## config.mk

```make
export PLATFORM = sky130hd
export DESIGN_NAME = pgdc_top
export DESIGN_NICKNAME = d
export VERILOG_FILES = /design/src/pgdc_pkg.sv /design/src/pgdc_top.sv /design/src/pgdc_plane_lane.sv
export SDC_FILE = /design/constraint.sdc
export NUM_CORES = 1
export LEC_CHECK = 0
export BUFFER_PORTS_ARGS = -buffer_cell sky130_fd_sc_hd__buf_4
export CORE_UTILIZATION = 45
export DETAILED_ROUTE_END_ITERATION = 7
export SYNTH_ARGS = -nofsm -noshare
export SYNTH_HDL_FRONTEND = slang
export SYNTH_SLANG_ARGS = --single-unit
```

## constraint.sdc

```tcl
create_clock -name CLK_I -period 3.3 [get_ports CLK_I]
set_clock_uncertainty 0.05 [all_clocks]
set_input_delay 0.495 -clock CLK_I [delete_from_list [all_inputs] [get_ports CLK_I]]
set_output_delay 0.495 -clock CLK_I [all_outputs]
set_load 0.01 [all_outputs]
```

## src/pgdc_pkg.sv

```systemverilog
`default_nettype none
package pgdc_pkg;
  // Indexed register numbers reached through the shared data port.
  localparam logic [3:0] IDX_FILL_VALUE  = 4'h0;
  localparam logic [3:0] IDX_FILL_ENABLE = 4'h1;
  localparam logic [3:0] IDX_MATCH_VALUE = 4'h2;
  localparam logic [3:0] IDX_ROTATE_FN   = 4'h3;
  localparam logic [3:0] IDX_READ_PLANE  = 4'h4;
  localparam logic [3:0] IDX_MODE        = 4'h5;
  localparam logic [3:0] IDX_BIT_MASK    = 4'h8;
  // Field positions.
  localparam int ROT_LSB     = 0;
  localparam int FN_LSB      = 3;
  localparam int MODE_WM_LSB = 0;
  localparam int MODE_RM_BIT = 3;
  localparam int MODE_OE_BIT = 4;
  localparam int MODE_SH_BIT = 5;
  localparam int MODE_256_BIT = 6;
  // Writable bits per register; others read as zero.
  localparam logic [7:0] MASK_NIBBLE = 8'h0f;
  localparam logic [7:0] MASK_ROT_FN = 8'h1f;
  localparam logic [7:0] MASK_PLANE  = 8'h03;
  localparam logic [7:0] MASK_MODE   = 8'h7b;
  // Reset values.
  localparam logic [7:0] RST_ZERO     = 8'h00;
  localparam logic [7:0] RST_BIT_MASK = 8'hff;
  typedef enum logic [1:0] {
    PGDC_WM0 = 2'b00,
    PGDC_WM1 = 2'b01,
    PGDC_WM2 = 2'b10,
    PGDC_WM3 = 2'b11
  } pgdc_wmode_t;
  typedef enum logic [1:0] {
    PGDC_FN_MOVE = 2'b00,
    PGDC_FN_AND  = 2'b01,
    PGDC_FN_OR   = 2'b10,
    PGDC_FN_XOR  = 2'b11
  } pgdc_func_t;
endpackage
`default_nettype wire

```

## src/pgdc_top.sv

```systemverilog
`default_nettype none
// How it works
// - Index low four bits pick the indexed register on the data port.
// - Each plane fill value bit is replicated across the whole written byte.
// - Fill enable bit one gives 00 or ff per plane in write modes 0 and 2; zero disables it there.
// - Filled byte still goes through the logic function and bit mask.
// - Without fill, data comes from write mode, CPU data and mask.
// - Fill has no effect in write mode 1.
// - Compare read gives a one per pixel whose four plane bits match.
// - Function field: move, AND, OR, XOR with the latch.
// - Masked-off bits always write the latch value.
// - Logic function applies in write modes 0, 2, 3, not 1.
// - Rotate count turns CPU data right circularly by zero to seven.
// - Read plane field chooses the plane returned on a normal read.
// - Mode bit 6 selects 256-colour shift loading, else bit 5 decides.
// - Odd/even reads take the pair's even plane on A0 zero, else odd.
// - Read mode bit selects plane byte or compare result.
// - Write mode 0 sends rotated byte to every plane, fill overriding.
// - Write mode 1 writes latches unmodified, ignoring bit mask.
// - Write mode 2 widens CPU bits 0..3 to plane bytes, no rotation.
// - Write mode 3 writes fill pattern, mask is rotated data AND mask.
module pgdc_top #(
  parameter int PLANES = 4
) (
  // Clock and reset
  input  wire logic                CLK_I,
  input  wire logic                RST_N_I,
  // Register port, same clock domain
  input  wire logic                REG_WR_I,
  input  wire logic                REG_RD_I,
  input  wire logic                REG_SEL_DATA_I,
  input  wire logic [7:0]          REG_WDATA_I,
  output logic      [7:0]          REG_RDATA_O,
  // CPU memory access
  input  wire logic                MEM_WR_I,
  input  wire logic                MEM_RD_I,
  input  wire logic                ADDR0_I,
  input  wire logic [7:0]          CPU_WDATA_I,
  output logic      [7:0]          CPU_RDATA_O,
  // Display memory planes
  input  wire logic [PLANES*8-1:0] PLANE_RDATA_I,
  output logic      [PLANES*8-1:0] PLANE_WDATA_O,
  output logic      [PLANES-1:0]   PLANE_WE_O,
  // Shift loading controls for the attribute controller
  output logic                     SHIFT_256_O,
  output logic                     SHIFT_ALT_O
);
  logic [3:0]          index;
  logic [7:0]          plane_fill_value;
  logic [7:0]          plane_fill_enable;
  logic [7:0]          pixel_match_value;
  logic [7:0]          rotate_and_logic_select;
  logic [7:0]          read_plane_choice;
  logic [7:0]          datapath_mode;
  logic [7:0]          bit_mask;
  logic [7:0]          latch [PLANES];
  logic [7:0]          rot_data;
  logic [7:0]          reg_view;
  logic [7:0]          match_bits;
  logic [1:0]          plane_sel;
  logic [7:0]          next_cpu_rdata;
  logic [PLANES*8-1:0] lane_wdata;
  logic [2:0]          rot;
  logic [1:0]          wmode;
  logic [1:0]          func;
  // Per-register write strobes from the data port decode.
  logic                wr_fill_value;
  logic                wr_fill_enable;
  logic                wr_match_value;
  logic                wr_rotate_fn;
  logic                wr_read_plane;
  logic                wr_mode;
  logic                wr_bit_mask;

  assign rot   = rotate_and_logic_select[pgdc_pkg::ROT_LSB +: 3];
  assign wmode = datapath_mode[pgdc_pkg::MODE_WM_LSB +: 2];
  assign func  = rotate_and_logic_select[pgdc_pkg::FN_LSB +: 2];

  // Index register, reached when the data select is low.
  always_ff @(posedge CLK_I)
  begin
    if (!RST_N_I)
      index <= 4'h0;
    else if (REG_WR_I && !REG_SEL_DATA_I)
      index <= REG_WDATA_I[3:0];
  end

  // Data port decode: one strobe per implemented index, none for the rest.
  always_comb
  begin
    wr_fill_value  = 1'b0;
    wr_fill_enable = 1'b0;
    wr_match_value = 1'b0;
    wr_rotate_fn   = 1'b0;
    wr_read_plane  = 1'b0;
    wr_mode        = 1'b0;
    wr_bit_mask    = 1'b0;
    if (REG_WR_I && REG_SEL_DATA_I)
    begin
      if (index == pgdc_pkg::IDX_FILL_VALUE)
        wr_fill_value = 1'b1;
      else if (index == pgdc_pkg::IDX_FILL_ENABLE)
        wr_fill_enable = 1'b1;
      else if (index == pgdc_pkg::IDX_MATCH_VALUE)
        wr_match_value = 1'b1;
      else if (index == pgdc_pkg::IDX_ROTATE_FN)
        wr_rotate_fn = 1'b1;
      else if (index == pgdc_pkg::IDX_READ_PLANE)
        wr_read_plane = 1'b1;
      else if (index == pgdc_pkg::IDX_MODE)
        wr_mode = 1'b1;
      else if (index == pgdc_pkg::IDX_BIT_MASK)
        wr_bit_mask = 1'b1;
    end
  end

  // Indexed registers; reserved bits are masked on entry so they read as zero.
  always_ff @(posedge CLK_I)
  begin
    if (!RST_N_I)
      plane_fill_value <= pgdc_pkg::RST_ZERO;
    else if (wr_fill_value)
      plane_fill_value <= REG_WDATA_I & pgdc_pkg::MASK_NIBBLE;
  end

  always_ff @(posedge CLK_I)
  begin
    if (!RST_N_I)
      plane_fill_enable <= pgdc_pkg::RST_ZERO;
    else if (wr_fill_enable)
      plane_fill_enable <= REG_WDATA_I & pgdc_pkg::MASK_NIBBLE;
  end

  always_ff @(posedge CLK_I)
  begin
    if (!RST_N_I)
      pixel_match_value <= pgdc_pkg::RST_ZERO;
    else if (wr_match_value)
      pixel_match_value <= REG_WDATA_I & pgdc_pkg::MASK_NIBBLE;
  end

  always_ff @(posedge CLK_I)
  begin
    if (!RST_N_I)
      rotate_and_logic_select <= pgdc_pkg::RST_ZERO;
    else if (wr_rotate_fn)
      rotate_and_logic_select <= REG_WDATA_I & pgdc_pkg::MASK_ROT_FN;
  end

  always_ff @(posedge CLK_I)
  begin
    if (!RST_N_I)
      read_plane_choice <= pgdc_pkg::RST_ZERO;
    else if (wr_read_plane)
      read_plane_choice <= REG_WDATA_I & pgdc_pkg::MASK_PLANE;
  end

  // Bit 5 is kept although reserved, because it steers the shift loading.
  always_ff @(posedge CLK_I)
  begin
    if (!RST_N_I)
      datapath_mode <= pgdc_pkg::RST_ZERO;
    else if (wr_mode)
      datapath_mode <= REG_WDATA_I & pgdc_pkg::MASK_MODE;
  end

  // The mask resets to all ones so that early writes are not silently dropped.
  always_ff @(posedge CLK_I)
  begin
    if (!RST_N_I)
      bit_mask <= pgdc_pkg::RST_BIT_MASK;
    else if (wr_bit_mask)
      bit_mask <= REG_WDATA_I;
  end

  // Register read-back; unimplemented indices read as zero.
  always_comb
  begin
    reg_view = 8'h00;
    if (!REG_SEL_DATA_I)
      reg_view = {4'h0, index};
    else if (index == pgdc_pkg::IDX_FILL_VALUE)
      reg_view = plane_fill_value;
    else if (index == pgdc_pkg::IDX_FILL_ENABLE)
      reg_view = plane_fill_enable;
    else if (index == pgdc_pkg::IDX_MATCH_VALUE)
      reg_view = pixel_match_value;
    else if (index == pgdc_pkg::IDX_ROTATE_FN)
      reg_view = rotate_and_logic_select;
    else if (index == pgdc_pkg::IDX_READ_PLANE)
      reg_view = read_plane_choice;
    else if (index == pgdc_pkg::IDX_MODE)
      reg_view = datapath_mode;
    else if (index == pgdc_pkg::IDX_BIT_MASK)
      reg_view = bit_mask;
  end

  always_ff @(posedge CLK_I)
  begin
    if (!RST_N_I)
      REG_RDATA_O <= 8'h00;
    else if (REG_RD_I)
      REG_RDATA_O <= reg_view;
  end

  // Circular right rotation; doubling the byte avoids a variable-width wrap.
  always_comb
  begin
    logic [15:0] dbl;
    dbl      = {CPU_WDATA_I, CPU_WDATA_I} >> rot;
    rot_data = dbl[7:0];
  end

  // Pixel compare: bit b matches when every plane's bit b equals the colour.
  always_comb
  begin
    for (int b = 0; b < 8; b++)
    begin
      match_bits[b] = 1'b1;
      for (int p = 0; p < PLANES; p++)
      begin
        if (PLANE_RDATA_I[p*8+b] != pixel_match_value[p])
          match_bits[b] = 1'b0;
      end
    end
  end

  // Odd/even mode replaces the plane's low bit with address bit 0.
  always_comb
  begin
    plane_sel = read_plane_choice[1:0];
    if (datapath_mode[pgdc_pkg::MODE_OE_BIT])
      plane_sel = {read_plane_choice[1], ADDR0_I};
  end

  // The compare result takes the place of the plane byte in read mode 1.
  always_comb
  begin
    if (datapath_mode[pgdc_pkg::MODE_RM_BIT])
      next_cpu_rdata = match_bits;
    else
      next_cpu_rdata = PLANE_RDATA_I[plane_sel*8 +: 8];
  end

  always_ff @(posedge CLK_I)
  begin
    if (!RST_N_I)
      CPU_RDATA_O <= 8'h00;
    else if (MEM_RD_I)
      CPU_RDATA_O <= next_cpu_rdata;
  end

  // Plane latches and write lanes.
  genvar g;
  generate
    for (g = 0; g < PLANES; g++)
    begin : g_plane
      always_ff @(posedge CLK_I)
      begin
        if (!RST_N_I)
          latch[g] <= 8'h00;
        else if (MEM_RD_I)
          latch[g] <= PLANE_RDATA_I[g*8 +: 8];
      end

      pgdc_plane_lane u_lane (
        .wmode_i    (wmode),
        .func_i     (func),
        .fill_en_i  (plane_fill_enable[g]),
        .fill_val_i (plane_fill_value[g]),
        .cpu_bit_i  (CPU_WDATA_I[g]),
        .rot_data_i (rot_data),
        .mask_i     (bit_mask),
        .latch_i    (latch[g]),
        .wdata_o    (lane_wdata[g*8 +: 8])
      );
    end
  endgenerate

  // Write strobes are registered so memory sees them one cycle after MEM_WR_I.
  always_ff @(posedge CLK_I)
  begin
    if (!RST_N_I)
      PLANE_WE_O <= '0;
    else
      PLANE_WE_O <= {PLANES{MEM_WR_I}};
  end

  // Write data holds between writes, so memory may sample it late.
  always_ff @(posedge CLK_I)
  begin
    if (!RST_N_I)
      PLANE_WDATA_O <= '0;
    else if (MEM_WR_I)
      PLANE_WDATA_O <= lane_wdata;
  end

  assign SHIFT_256_O = datapath_mode[pgdc_pkg::MODE_256_BIT];
  assign SHIFT_ALT_O = !datapath_mode[pgdc_pkg::MODE_256_BIT] &&
                       datapath_mode[pgdc_pkg::MODE_SH_BIT];
endmodule
`default_nettype wire

```

## src/pgdc_plane_lane.sv

```systemverilog
`default_nettype none
// One plane's write path: source select, latch combiner and bit mask.
module pgdc_plane_lane (
  // Controls
  input  wire logic [1:0] wmode_i,
  input  wire logic [1:0] func_i,
  input  wire logic       fill_en_i,
  input  wire logic       fill_val_i,
  input  wire logic       cpu_bit_i,
  // Data
  input  wire logic [7:0] rot_data_i,
  input  wire logic [7:0] mask_i,
  input  wire logic [7:0] latch_i,
  output logic      [7:0] wdata_o
);
  logic [7:0] src;
  logic [7:0] comb;
  logic [7:0] eff_mask;

  always_comb
  begin
    src      = rot_data_i;
    eff_mask = mask_i;
    case (wmode_i)
      pgdc_pkg::PGDC_WM0:
      begin
        src = fill_en_i ? {8{fill_val_i}} : rot_data_i;
      end
      pgdc_pkg::PGDC_WM2:
      begin
        // Rotation is bypassed here because only one CPU bit feeds the plane.
        src = fill_en_i ? {8{fill_val_i}} : {8{cpu_bit_i}};
      end
      pgdc_pkg::PGDC_WM3:
      begin
        src      = {8{fill_val_i}};
        eff_mask = rot_data_i & mask_i;
      end
      default:
      begin
        src      = latch_i;
        eff_mask = 8'h00;
      end
    endcase
    case (func_i)
      pgdc_pkg::PGDC_FN_AND: comb = src & latch_i;
      pgdc_pkg::PGDC_FN_OR:  comb = src | latch_i;
      pgdc_pkg::PGDC_FN_XOR: comb = src ^ latch_i;
      default:               comb = src;
    endcase
    // Write mode 1 forces the mask to zero so the function never reaches memory.
    wdata_o = (comb & eff_mask) | (latch_i & ~eff_mask);
  end
endmodule
`default_nettype wire

```

==> flow_summary_export.csv <==
group,metric,value,unit
run_status,status,"completed",
power,total_power,4.13,mW
logic_synthesis,seq_area_frac_synth,29.7,%
drt,drt_iter0_markers,693,
sta,drv_slew,0,
power,switching_share,28.7,%
grt,grt_pass1_wl,43600,um
critical_path,r2r_start,"datapath_mode[0]$_SDFFE_PN0P_",
clock_tree,htreeDepth,4,
sta,setup_tns,0,ns
grt,grt_max_degree,69,
cells_and_area,layout-drive-gt1-share,17.5,%
grt,antenna_found_initial,0,
drt,wl_met3,2090,um
flow_run,drv_cap,0,
power,cellLeakagePower,4.12,nW
drt,wl_per_cell,19.7,um
floorplan,die_x,144,um
power,combPwrFrac,15.6,%
sta,grt_setup_unrepaired,"no",
critical_path,arrival,3.25,ns
clock_tree,numClockSinks,118,
power,pwr-share-clk,43.5,%
power,p_int,2.95,mW
grt,first_global_vias,7866,
logic_synthesis,ys_ff_latch,118,
drt,drt_wl_total,28000,um
logic_synthesis,synth-edff-count,32,
cells_and_area,area_growth,16.6,%
cells_and_area,utilization,53.8,%
sta,max_freq,0.330,GHz
floorplan,fp.dieH,144,um
logic_synthesis,syn_area,9040,um^2
sta,setup_violations,0,
critical_path,crit_path_start,"datapath_mode[0]$_SDFFE_PN0P_",
logic_synthesis,ys_types,60,
sta,tightest_slew,0.818,ns
floorplan,die_area,20700,um^2
floorplan,rows,51,
clock_tree,clkLatencyLatePin,0.42,ns
drt,ant_nets,0,
power,p_per_area,392,nW/um^2
clock_tree,cts_buffer_depth,2,
sta,slew_headroom,45.5,%
clock_tree,numCtsBuffers,17,
critical_path,cp.required,3.52,ns
placement,numPlacedInstances,1386,
sta,fin_crit,3.03,ns
critical_path,start_kind,"flop",
cells_and_area,stdcell_count,1418,
placement,dpl_cell_area,9950,um^2
drt,drt-met1-wl,13300,um
critical_path,path_class,"flop to flop",
logic_synthesis,ys_warn_count,0,
drt,first_pass_iters,5,
drt,drc,0,
critical_path,critPathCaptureType,"flop",
grt,overflow,0,
sta,layout_worst_path_cycle_share,91.7,%
placement,gp_congestion,0.864,
cells_and_area,final_nets,1228,
critical_path,worst-path-max-fanout,16,
logic_synthesis,synth.avg_cell_area,8.33,um^2
floorplan,start_util,46.1,%
logic_synthesis,async_flop_share,0,%
drt,top_layer_used,"met4",
cells_and_area,final_area,10500,um^2
clock_tree,clk_root_buffer_cell,"clkbuf_16",
drt,vias,8865,
placement,io_buffers,109,
clock_tree,cts.hold.buffers_added,0,
power,switchingPower,1.18,mW
placement,hpwl,19100,um
logic_synthesis,syn_nets,1173,
logic_synthesis,synthCells,1085,
grt,grt_usage,27.8,%
power,ir_worst_vdd,0.292,mV
logic_synthesis,ys.flop_type,"dfxtp_1",
drt,via_per_inst,6.25,
sta,finalHoldViolations,0,
drt,wl_met2,12100,um
power,power_frac_seq,41.0,%
floorplan,ioPinCount,110,
hold_path,hold_path.class,"primary input to flop",
floorplan,core_area,19600,um^2
hold_path,holdCritStartpoint,"REG_WDATA_I[7]",
cells_and_area,antenna_cells,0,
clock_tree,cts_tree,"yes",
clock_tree,clk_pin_slew,0.06,ns
## timing repair
action                     4_1_cts  5_1_grt
buffers inserted                 0        0
gates resized for setup          0        5
setup endpoints to repair        0        3
## per-stage QoR
stage,hold WS [ns],worst slack [ns]
4_1_cts,0.240,0.279
2_1_floorplan,0.427,0.819
5_1_grt,0.258,0.0282
3_5_place_dp,0.420,0.307
6_report,0.247,0.272
3_3_place_gp,0.418,0.336
## path summary, 6_finish.rpt
| kind | slack, ns | endpoint | cells past startpoint |
|---|---|---|---|
| min | 0.25 | bit_mask[7]$_SDFFE_PN1P_ | 3 |
| min reg2reg | 0.43 | REG_RDATA_O[7]$_SDFFE_PN0P_ | 2 |
| max | 0.27 | PLANE_WDATA_O[26]$_SDFFE_PN0P_ | 10 |
| max reg2reg | 0.27 | PLANE_WDATA_O[26]$_SDFFE_PN0P_ | 10 |
## synth_stat cells, types with 5 or more instances
cell type / n / share of area (%)
o221ai_1: 32 / 3.1
a21boi_0: 12 / 1.0
a21oi_1: 101 / 5.6
o311ai_0: 19 / 1.8
and3_1: 36 / 2.5
o2111ai_1: 30 / 2.9
mux4_2: 13 / 3.2
ha_1: 32 / 4.4
dfxtp_1: 86 / 19
nand2_1: 66 / 2.7
nor2b_1: 61 / 4.2
clkbuf_1: 61 / 2.5
a21o_1: 8 / 0.66
a31oi_1: 8 / 0.55
buf_1: 7 / 0.29
o211ai_1: 24 / 2.0
nand3_1: 18 / 1.0
xor2_1: 21 / 2.0
inv_1: 46 / 1.9
edfxtp_1: 32 / 11
o21ai_2: 5 / 0.48
a211oi_1: 24 / 2.0
o22ai_1: 7 / 0.48
xnor2_1: 11 / 1.1
nor2_1: 55 / 2.3
nor3_1: 20 / 1.1
o311ai_1: 12 / 1.2
o21ai_0: 79 / 4.4
nand4_1: 23 / 1.6
mux2i_1: 37 / 4.1
buf_2: 19 / 1.1
nand2b_1: 20 / 1.4
buf_4: 7 / 0.58
## registers in the layout, indices dropped and copies added (netlist names), 5 cells and up
name and flops:
datapath_mode 6, PLANE_WDATA_O 32, bit_mask 8, rotate_and_logic_select 5
REG_RDATA_O 8, latch 32, CPU_RDATA_O 8
## worst max-delay path: stages (launching register included)
cell       delay [ns]
dfxtp_1          0.47
buf_4            0.27
or4b_1           0.52
o21ai_2          0.34
nor3_1           0.14
ha_1             0.21
nor2b_1          0.13
o21ai_0          0.25
o211ai_1         0.13
o2111ai_1        0.21
o311ai_0         0.15
## cell usage in the layout, fill, tap and decap left out, types with 18 or more instances in the layout
| cell type | netlist | layout |
|---|---|---|
| dfxtp_1 | 86 | 84 |
| nand2_1 | 66 | 66 |
| clkbuf_16 | 0 | 18 |
| nor2b_1 | 61 | 58 |
| nand3_1 | 18 | 18 |
| o221ai_1 | 32 | 32 |
| nor3_1 | 20 | 20 |
| a211oi_1 | 24 | 24 |
| nor2_1 | 55 | 54 |
| o2111ai_1 | 30 | 30 |
| nand4_1 | 23 | 23 |
| and3_1 | 36 | 36 |
| edfxtp_1 | 32 | 32 |
| o311ai_0 | 19 | 19 |
| o211ai_1 | 24 | 24 |
| ha_1 | 32 | 32 |
| mux2i_1 | 37 | 36 |
| a21oi_1 | 101 | 101 |
| buf_4 | 7 | 130 |
| inv_1 | 46 | 46 |
| o21ai_0 | 79 | 79 |
| nand2b_1 | 20 | 20 |
| xor2_1 | 21 | 21 |
## routing by layer
metal  vias to the layer above  track usage, %
li1                       4241               -
met2                       357            41.0
met1                      4228            40.5
met4                         0            8.01
met3                        39            5.70
met5                         -               0
## cell type report
| cell class | instances | area, um^2 |
|---|---|---|
| flip-flops and latches | 118 | 2690 |
| fillers | 1857 | 9060 |
| well taps | 265 | 332 |
| clock inverters | 11 | 97.6 |
| clock buffers | 21 | 462 |
| inverters | 47 | 176 |
| multi-input cells | 824 | 5760 |
| repair buffers | 132 | 1020 |
## cell families (layout without fill, tap and decap cells)
family          after synthesis  count (layout)  synth area share (%)
compound gates              386             386                  29.5
xor+xnor                     32              32                  3.10
fa+ha+maj                    32              32                  4.43
buf+inv                     143             211                  6.76
flops                       118             118                  29.7
mux                          54              54                  7.84
simple gates                320             320                  18.7
## power groups by stage
stage	sequential, mW	combinational (mW)	clock, mW
after floorplan	1.69	0.388	0
after global placement	1.72	0.632	0
after detailed placement	1.72	0.636	0
after CTS	1.69	0.641	1.82
after global routing	1.70	0.722	1.89
final	1.69	0.644	1.80
Note: power is estimated with default switching activity, not from simulation.
